[src/pkg/sscfc_defs.vh]
// Constants for the serial command frame checker
`ifndef SSCFC_DEFS_VH
`define SSCFC_DEFS_VH

// ============================================================
// Command opcodes
`define SSCFC_OP_NOP        8'h00
`define SSCFC_OP_STOP       8'h0a
`define SSCFC_OP_RESET      8'h0d
`define SSCFC_OP_SLEEP      8'h24
`define SSCFC_OP_MEAS_HI    4'h3

// ============================================================
// Command classes
`define SSCFC_CLS_CMD       3'h0
`define SSCFC_CLS_WRITE     3'h1
`define SSCFC_CLS_RDBYTE    3'h2
`define SSCFC_CLS_RDWORD    3'h3
`define SSCFC_CLS_UNKNOWN   3'h4

// ============================================================
// Transaction lengths in SCLK pulses
`define SSCFC_LEN_CMD       6'h10
`define SSCFC_LEN_WRITE     6'h18
`define SSCFC_LEN_RDBYTE    6'h18
`define SSCFC_LEN_RDWORD    6'h20

// ============================================================
// Pulse indices within a transaction
`define SSCFC_IDX_ADDR      6'h06
`define SSCFC_IDX_CMD       6'h07
`define SSCFC_IDX_PAR8      6'h08
`define SSCFC_IDX_DATA      6'h0f
`define SSCFC_IDX_PARW      6'h10

// ============================================================
// Status byte bit positions
`define SSCFC_ST_ECHO       3'h7
`define SSCFC_ST_ZERO       3'h6
`define SSCFC_ST_PAR        3'h5
`define SSCFC_ST_SPARE      3'h4
`define SSCFC_ST_UNK        3'h3
`define SSCFC_ST_BAD        3'h2
`define SSCFC_ST_RO         3'h1
`define SSCFC_ST_PF         3'h0

// ============================================================
// Timing
`define SSCFC_CLK_NS        20
`define SSCFC_TO_NS         100000

`endif

[src/hw/sscfc_sync.v]
// Three-stage input synchroniser with agreement filter
`timescale 1ns/1ps
`default_nettype none

module sscfc_sync #(
    parameter       W    = 3,
    parameter [W-1:0] INIT = {W{1'b0}}
) (
    input  wire         CLK_IN,
    input  wire         RST_IN,
    input  wire [W-1:0] D_IN,
    output reg  [W-1:0] Q_OUT
);

    reg [W-1:0] st1_reg;
    reg [W-1:0] st2_reg;
    reg [W-1:0] st3_reg;
    integer     i;

    // ============================================================
    // Stages and agreement
    always @(posedge CLK_IN) begin
        if (RST_IN) begin
            st1_reg <= INIT;
            st2_reg <= INIT;
            st3_reg <= INIT;
            Q_OUT   <= INIT;
        end else begin
            st1_reg <= D_IN;
            st2_reg <= st1_reg;
            st3_reg <= st2_reg;
            for (i = 0; i < W; i = i + 1) begin
                if (st2_reg[i] == st3_reg[i]) begin
                    Q_OUT[i] <= st3_reg[i];
                end
            end
        end
    end

endmodule // sscfc_sync

`default_nettype wire

[src/hw/sscfc_top.v]
// Serial slave command framing, echo, parity and status generation
`timescale 1ns/1ps
`default_nettype none
`include "sscfc_defs.vh"

module sscfc_top #(
    parameter TIMEOUT_CYC = `SSCFC_TO_NS / `SSCFC_CLK_NS
) (
    input  wire       CLK_IN,
    input  wire       RST_IN,
    input  wire       SELECT_LOW_IN,
    input  wire       SCLK_IN,
    input  wire       MOSI_IN,
    input  wire       PARITY_BYPASS_IN,
    input  wire       MEAS_BUSY_IN,
    input  wire       MEAS_ACTIVE_IN,
    input  wire       REG_ADDR_OK_IN,
    input  wire       REG_ADDR_RO_IN,
    input  wire [7:0] REG_RDATA_IN,
    output reg        MISO_OUT,
    output reg        MISO_OE_OUT,
    output reg  [4:0] REG_ADDR_OUT,
    output reg        WR_STB_OUT,
    output reg  [7:0] WR_DATA_OUT,
    output reg        CMD_STB_OUT,
    output reg  [7:0] CMD_CODE_OUT
);

    localparam [31:0] TO_FULL = TIMEOUT_CYC - 1;
    localparam [15:0] TO_LAST = TO_FULL[15:0];

    // ============================================================
    // Functions
    function [2:0] cmd_class;
        input [7:0] c;
        begin
            case (c[7:6])
                2'b11: cmd_class = `SSCFC_CLS_RDBYTE;
                2'b10: cmd_class = `SSCFC_CLS_RDWORD;
                2'b01: cmd_class = c[0] ? `SSCFC_CLS_UNKNOWN : `SSCFC_CLS_WRITE;
                default: begin
                    if (c == `SSCFC_OP_NOP || c == `SSCFC_OP_STOP ||
                        c == `SSCFC_OP_RESET || c == `SSCFC_OP_SLEEP ||
                        c[7:4] == `SSCFC_OP_MEAS_HI) begin
                        cmd_class = `SSCFC_CLS_CMD;
                    end else begin
                        cmd_class = `SSCFC_CLS_UNKNOWN;
                    end
                end
            endcase
        end
    endfunction

    function [5:0] class_len;
        input [2:0] cl;
        begin
            case (cl)
                `SSCFC_CLS_WRITE:  class_len = `SSCFC_LEN_WRITE;
                `SSCFC_CLS_RDBYTE: class_len = `SSCFC_LEN_RDBYTE;
                `SSCFC_CLS_RDWORD: class_len = `SSCFC_LEN_RDWORD;
                default:           class_len = `SSCFC_LEN_CMD;
            endcase
        end
    endfunction

    function is_read;
        input [2:0] cl;
        begin
            is_read = (cl == `SSCFC_CLS_RDBYTE) || (cl == `SSCFC_CLS_RDWORD);
        end
    endfunction

    // ============================================================
    // Pin synchronisation
    wire [2:0] pins_sync;
    wire       sel_low;
    wire       sclk_lvl;
    wire       mosi_lvl;

    sscfc_sync #(
        .W    (3),
        .INIT (3'h4)
    ) u_sync (
        .CLK_IN (CLK_IN),
        .RST_IN (RST_IN),
        .D_IN   ({SELECT_LOW_IN, SCLK_IN, MOSI_IN}),
        .Q_OUT  (pins_sync)
    );

    assign sel_low  = pins_sync[2];
    assign sclk_lvl = pins_sync[1];
    assign mosi_lvl = pins_sync[0];

    // ============================================================
    // State
    reg        sclk_prev_reg;
    reg        active_reg;
    reg  [5:0] bcnt_reg;
    reg  [5:0] len_reg;
    reg  [2:0] cls_reg;
    reg  [7:0] rx_reg;
    reg  [7:0] cmd_reg;
    reg  [7:0] tx_reg;
    reg        acc_reg;
    reg        unk_reg;
    reg        bad_reg;
    reg        ro_reg;
    reg        pf_reg;
    reg [15:0] to_cnt_reg;

    wire       active  = ~sel_low;
    wire       rise    = active_reg & sclk_lvl & ~sclk_prev_reg;
    wire       fall    = active_reg & ~sclk_lvl & sclk_prev_reg;
    wire [7:0] rx_new  = {rx_reg[6:0], mosi_lvl};
    wire [2:0] cls_new = cmd_class(rx_new);
    wire       blocked = (rx_new[7:4] == `SSCFC_OP_MEAS_HI && MEAS_BUSY_IN) ||
                         (rx_new == `SSCFC_OP_SLEEP && MEAS_ACTIVE_IN);
    wire       rd_cls  = is_read(cls_reg);
    wire [5:0] stat_k  = len_reg - 6'h08;
    wire [5:0] s_full  = len_reg - 6'h01 - bcnt_reg;
    wire [2:0] s_idx   = s_full[2:0];
    wire       in_data = rd_cls && bcnt_reg >= 6'h08 && bcnt_reg < stat_k;
    wire       in_stat = bcnt_reg >= 6'h08 && bcnt_reg >= stat_k;
    wire       psb     = ~(acc_reg ^ unk_reg ^ bad_reg ^ ro_reg ^ pf_reg);
    wire       timeout = bcnt_reg != 6'h00 && to_cnt_reg == TO_LAST;

    // ============================================================
    // Next MISO bit
    reg bit_out;

    always @* begin
        bit_out = ~rx_reg[0];
        if (bcnt_reg == 6'h00) begin
            bit_out = 1'b0;
        end else if (in_data) begin
            bit_out = tx_reg[7];
        end else if (in_stat) begin
            case (s_idx)
                `SSCFC_ST_ECHO:  bit_out = rd_cls ? 1'b0 : ~rx_reg[0];
                `SSCFC_ST_ZERO:  bit_out = 1'b0;
                `SSCFC_ST_PAR:   bit_out = psb;
                `SSCFC_ST_SPARE: bit_out = 1'b0;
                `SSCFC_ST_UNK:   bit_out = unk_reg;
                `SSCFC_ST_BAD:   bit_out = bad_reg;
                `SSCFC_ST_RO:    bit_out = ro_reg;
                default:         bit_out = pf_reg;
            endcase
        end
    end

    // ============================================================
    // Framing, capture and execution
    always @(posedge CLK_IN) begin
        if (RST_IN) begin
            sclk_prev_reg <= 1'b0;
            active_reg    <= 1'b0;
            bcnt_reg      <= 6'h00;
            len_reg       <= `SSCFC_LEN_CMD;
            cls_reg       <= `SSCFC_CLS_CMD;
            rx_reg        <= 8'h00;
            cmd_reg       <= 8'h00;
            tx_reg        <= 8'h00;
            acc_reg       <= 1'b0;
            unk_reg       <= 1'b0;
            bad_reg       <= 1'b0;
            ro_reg        <= 1'b0;
            pf_reg        <= 1'b0;
            to_cnt_reg    <= 16'h0000;
            MISO_OUT      <= 1'b0;
            MISO_OE_OUT   <= 1'b0;
            REG_ADDR_OUT  <= 5'h00;
            WR_STB_OUT    <= 1'b0;
            WR_DATA_OUT   <= 8'h00;
            CMD_STB_OUT   <= 1'b0;
            CMD_CODE_OUT  <= 8'h00;
        end else begin
            sclk_prev_reg <= sclk_lvl;
            active_reg    <= active;
            WR_STB_OUT    <= 1'b0;
            CMD_STB_OUT   <= 1'b0;
            if (!active) begin
                // Select released: float MISO, start over
                MISO_OE_OUT <= 1'b0;
                MISO_OUT    <= 1'b0;
                bcnt_reg    <= 6'h00;
                acc_reg     <= 1'b0;
                rx_reg      <= 8'h00;
                to_cnt_reg  <= 16'h0000;
            end else if (!active_reg) begin
                MISO_OE_OUT <= 1'b1;
                MISO_OUT    <= 1'b0;
            end else if (rise) begin
                to_cnt_reg <= 16'h0000;
                rx_reg     <= rx_new;
                bcnt_reg   <= bcnt_reg + 6'h01;
                if (bcnt_reg == `SSCFC_IDX_ADDR) begin
                    REG_ADDR_OUT <= rx_new[4:0];
                end
                if (bcnt_reg == `SSCFC_IDX_CMD) begin
                    cmd_reg <= rx_new;
                    cls_reg <= cls_new;
                    len_reg <= class_len(cls_new);
                    unk_reg <= (cls_new == `SSCFC_CLS_UNKNOWN) ||
                               (cls_new == `SSCFC_CLS_CMD && blocked);
                    bad_reg <= ((cls_new == `SSCFC_CLS_WRITE || is_read(cls_new)) &&
                                !REG_ADDR_OK_IN) ||
                               (cls_new == `SSCFC_CLS_RDWORD && rx_new[1]) ||
                               (cls_new == `SSCFC_CLS_CMD && blocked);
                    ro_reg  <= cls_new == `SSCFC_CLS_WRITE &&
                               REG_ADDR_OK_IN && REG_ADDR_RO_IN;
                    pf_reg  <= is_read(cls_new) || PARITY_BYPASS_IN;
                    if ((cls_new == `SSCFC_CLS_RDWORD && rx_new[1]) || !REG_ADDR_OK_IN) begin
                        tx_reg <= 8'h00;
                    end else begin
                        tx_reg <= REG_RDATA_IN;
                    end
                    if (cls_new == `SSCFC_CLS_RDWORD) begin
                        REG_ADDR_OUT <= REG_ADDR_OUT + 5'h01;
                    end
                    if (PARITY_BYPASS_IN && cls_new == `SSCFC_CLS_CMD && !blocked) begin
                        CMD_STB_OUT  <= 1'b1;
                        CMD_CODE_OUT <= rx_new;
                    end
                end
                if (bcnt_reg == `SSCFC_IDX_PAR8 && len_reg == `SSCFC_LEN_CMD &&
                    !PARITY_BYPASS_IN) begin
                    pf_reg <= ~^{cmd_reg, mosi_lvl};
                    if (^{cmd_reg, mosi_lvl} && !unk_reg) begin
                        CMD_STB_OUT  <= 1'b1;
                        CMD_CODE_OUT <= cmd_reg;
                    end
                end
                if (bcnt_reg == `SSCFC_IDX_DATA) begin
                    if (cls_reg == `SSCFC_CLS_WRITE) begin
                        WR_DATA_OUT <= rx_new;
                        if (PARITY_BYPASS_IN && !unk_reg && !bad_reg && !ro_reg) begin
                            WR_STB_OUT <= 1'b1;
                        end
                    end
                    if (cls_reg == `SSCFC_CLS_RDWORD) begin
                        bad_reg <= bad_reg | !REG_ADDR_OK_IN;
                        tx_reg  <= (bad_reg || !REG_ADDR_OK_IN) ? 8'h00 : REG_RDATA_IN;
                    end
                end
                if (bcnt_reg == `SSCFC_IDX_PARW && cls_reg == `SSCFC_CLS_WRITE &&
                    !PARITY_BYPASS_IN) begin
                    pf_reg <= ~^{cmd_reg, WR_DATA_OUT, mosi_lvl};
                    if (^{cmd_reg, WR_DATA_OUT, mosi_lvl} && !unk_reg && !bad_reg &&
                        !ro_reg) begin
                        WR_STB_OUT <= 1'b1;
                    end
                end
                if (bcnt_reg >= `SSCFC_IDX_PAR8 && bcnt_reg == len_reg - 6'h01) begin
                    bcnt_reg <= 6'h00;
                end
            end else if (fall) begin
                to_cnt_reg <= 16'h0000;
                MISO_OUT   <= bit_out;
                acc_reg    <= (bcnt_reg == 6'h00) ? 1'b0 : acc_reg ^ bit_out;
                if (in_data) begin
                    tx_reg <= {tx_reg[6:0], 1'b0};
                end
            end else if (timeout) begin
                bcnt_reg   <= 6'h00;
                acc_reg    <= 1'b0;
                rx_reg     <= 8'h00;
                to_cnt_reg <= 16'h0000;
            end else if (bcnt_reg != 6'h00) begin
                to_cnt_reg <= to_cnt_reg + 16'h0001;
            end
        end
    end

endmodule // sscfc_top

`default_nettype wire

[config.mk]
export PLATFORM = sky130hd
export DESIGN_NAME = sscfc_top
export DESIGN_NICKNAME = d
export VERILOG_FILES = /design/src/hw/sscfc_sync.v /design/src/hw/sscfc_top.v
export VERILOG_INCLUDE_DIRS = /design/src /design/src/pkg
export SDC_FILE = /design/constraint.sdc
export NUM_CORES = 1
export LEC_CHECK = 0
export BUFFER_PORTS_ARGS = -buffer_cell sky130_fd_sc_hd__buf_2
export CORE_UTILIZATION = 64
export CTS_CLUSTER_SIZE = 24
export DETAILED_ROUTE_END_ITERATION = 6
export PLACE_DENSITY = 0.84
export REMOVE_ABC_BUFFERS = 1
export SLEW_MARGIN = 20
export SYNTH_ARGS = -nofsm -noshare
export SYNTH_HDL_FRONTEND = slang
export SYNTH_SLANG_ARGS = --single-unit
[constraint.sdc]
create_clock -name CLK_IN -period 4.5 [get_ports CLK_IN]
set_input_delay 0.225 -clock CLK_IN [delete_from_list [all_inputs] [get_ports CLK_IN]]
set_output_delay 0.225 -clock CLK_IN [all_outputs]
set_load 0.05 [all_outputs]
==> impl_metrics.yaml <==
clock_tree:
  clockBufferDepth: 2
  clk_latency_ps: 370
  htreeDepth: 3
  holdBufCountCts: 0
  cts_tree: "done"
  numCtsBuffers: 9
  root_buffer: "clkbuf_8"
  cts_sinks: 95
  postCtsSetupRepairBufs: 0
  path_clk_slew_ps: 100
  cts.repair.resized: 0
timing:
  hold_viol_final: 0
  fin_crit_ps: 2870
  finalCritPeriodShare_pct: 63.7
  rsz0062_at_grt: "false"
  setup_viol: 0
  max_freq_ghz: 0.349
  slew_violations: 0
  fin_worst_skew_ps: 12.5
  fin_setup_tns_ps: 0
  fin_ws_ps: 1630
  max-slew-margin-rel_pct: 35.6
  worst_slew_pin_slew_ps: 963
yosys:
  ys_seq_area_share_pct: 39.3
  synth_edf_count: 0
  synth.avg_cell_area_um2: 8.63
  ys.flop_type: "dfxtp_1"
  ys_types: 74
  synth_seq_cells: 95
  syn_area_um2: 4830
  synthCells: 560
  ys.warnings.count: 0
  ys_async_sr_fraction_pct: 0
critical_path:
  ff2ff_path_depth: 9
  cpPeakStageDelay_ps: 720
  worstPathCellList: "inv_1 -> ha_1 -> ha_1 -> nor2b_1 -> o21ai_0 -> a41oi_1 -> nor3b_2 -> nor2_1 -> a311oi_1"
  cp_max_fo: 15
  cp-start-kind: "flip-flop"
  slowest_stage: "nor3b_2"
  startpoint: "len_reg[3]$_SDFFE_PP0P_"
  r2r_slack_ps: 1630
  reg2reg_from: "len_reg[3]$_SDFFE_PP0P_"
  path_common_cell: "ha_1"
  worstReg2RegEnd: "tx_reg[7]$_SDFFE_PP0P_"
  cp.arrival_ps: 3140
  setup.worst_path.end_class: "flip-flop"
  worstSetupPathType: "flip-flop to flip-flop"
  crit_family: "simple AND/OR/NAND/NOR gates"
  worstPathRequired_ps: 4780
  critPathBufInv: 1
routing:
  wl_um: 11200
  ant_nets: 0
  drc: 0
  viasPerCell: 6.23
  num_vias: 4292
  firstDrtPassIters: 5
  routedWlPerCell_um: 16.2
  drt_iter0_markers: 245
finish:
  final_common_cell: "dfxtp_1"
  layout.nets: 616
  largest_register_ffs: 16
  drive_gt1_share_pct: 14.9
  area_growth_pct: 8.67
  final_cell_mix: "dfxtp_1 (95), nand2_1 (62), nor2_1 (61), buf_2 (42), a21oi_1 (32)"
  design_area_um2: 5250
  fin_cells: 689
  antenna_cells: 0
floorplan:
  die_height_um: 88.9
  io_pins: 43
  dieArea_um2: 7910
  die_w_um: 88.9
  core_area_um2: 7290
  start_util_pct: 66.3
  rows: 31
power:
  internal-power_w: 0.00112
  share_comb_of_total_power_pct: 2.5
  power_frac_clock_pct: 38.9
  power_density_nw_per_um2: 275
  swShare_pct: 22.8
  p_leak_nw: 1.81
  p_total_w: 0.00145
  seq_power_share_pct: 58.6
  ir_drop_v: 0.000239
  p_switching_w: 0.000330
placed_design:
  dp_cells: 674
  dp_hpwl_um: 7820
  portBuffers: 42
  place.gp.congestion: 0.883
  place_area_um2: 5060
  preCtsSetupSlack_ps: 1690
global_route:
  grt_usage_pct: 29.7
  grt_pass1_vias: 3901
  grt_pass1_wl_um: 17900
  antenna_found_initial: 0
  grt_max_degree: 57
  grt_overflow: 0
job:
  drv_cap: 0
hold_path:
  min_path_type: "primary input to flip-flop"
  hold_depth: 2
  min_to: "u_sync.st1_reg[2]$_SDFF_PP1_"
  min_from: "SELECT_LOW_IN"
run_status:
  outcome: "finished, final reports clean"
## metal layers
layer / wire [µm] / up-vias / share of wire [%] / GRT usage (%)
met4: 226 / 0 / 2.0 / 13.3
met3: 763 / 31 / 6.8 / 7.11
li1: - / 2048 / - / -
met2: 5410 / 175 / 48 / 50.0
met1: 4780 / 2038 / 43 / 36.2
met5: 0 / - / 0 / 0
## metrics by stage
stage / hold slack [ps] / utilization, %
global placement: 396 / 69.4
global route: 22.3 / 72.0
detailed placement: 402 / 69.4
finish: 36.9 / 72.0
floorplan: 287 / -
CTS: 28.0 / 72.0
## layout make-up
cell class	instances	area, µm²
clock buffer	9	124
inverter	14	52.6
fill	605	2040
sequential	95	1900
tap	99	124
multi-input combinational	422	2760
clock inverter	6	68.8
timing repair buffer	44	225
## how the worst max path moves through the flow
stage | to | slack (ps) | depth (start not counted)
2_1_floorplan | tx_reg[1]$_SDFFE_PP0P_ | 2060 | 9
3_3_place_gp | tx_reg[0]$_SDFFE_PP0P_ | 1800 | 9
3_5_place_dp | tx_reg[7]$_SDFFE_PP0P_ | 1690 | 9
4_1_cts | tx_reg[7]$_SDFFE_PP0P_ | 1650 | 9
5_1_grt | len_reg[4]$_SDFFE_PP1P_ | 1340 | 6
6_report | tx_reg[7]$_SDFFE_PP0P_ | 1630 | 9
## cell families after synthesis
| kind of cell | Yosys count | share of synthesized area (%) |
|---|---|---|
| buffers and inverters | 43 | 3.62 |
| DFF | 95 | 39.3 |
| xor gates and xnor gates | 36 | 7.66 |
| muxes | 10 | 2.07 |
| and+or+nand+nor | 230 | 24.0 |
| adders and majority gates | 12 | 3.11 |
| AOI/OAI and AO/OA | 134 | 20.2 |
## Yosys cell counts, types with 3 or more instances
library cell / count / area share, %
inv_1: 13 / 1.0
clkbuf_1: 19 / 1.5
o2bb2ai_1: 6 / 1.1
and2_1: 4 / 0.52
buf_2: 8 / 0.83
nor2_1: 61 / 4.7
a22o_1: 5 / 0.91
nor3_2: 3 / 0.62
ha_1: 12 / 3.1
or2_2: 3 / 0.39
o31ai_1: 4 / 0.62
a22oi_1: 9 / 1.4
mux2i_1: 10 / 2.1
a21bo_2: 6 / 1.2
nand2b_1: 4 / 0.52
nand3_1: 25 / 2.6
a311oi_1: 9 / 1.6
nand4_1: 11 / 1.4
a21oi_1: 32 / 3.3
a21oi_2: 3 / 0.54
nor2b_1: 12 / 1.6
nand4b_1: 3 / 0.54
a31oi_1: 5 / 0.65
o21ai_0: 26 / 2.7
and3_1: 6 / 0.78
nand2_1: 62 / 4.8
a21o_1: 3 / 0.47
or3_1: 5 / 0.65
nor4b_1: 5 / 0.91
xnor2_1: 16 / 2.9
nor3_1: 10 / 1.0
dfxtp_1: 95 / 39
xor2_1: 16 / 2.9
a211oi_1: 4 / 0.62
## power groups by stage
stage	registers (W)	logic [W]	clock network [W]
2_1_floorplan	0.000873	0.00000919	0
3_3_place_gp	0.000867	0.0000348	0
3_5_place_dp	0.000867	0.0000355	0
4_1_cts	0.000848	0.0000356	0.000570
5_1_grt	0.000848	0.0000388	0.000605
6_report	0.000847	0.0000358	0.000563
No activity file was read; power rests on OpenSTA's default activity.
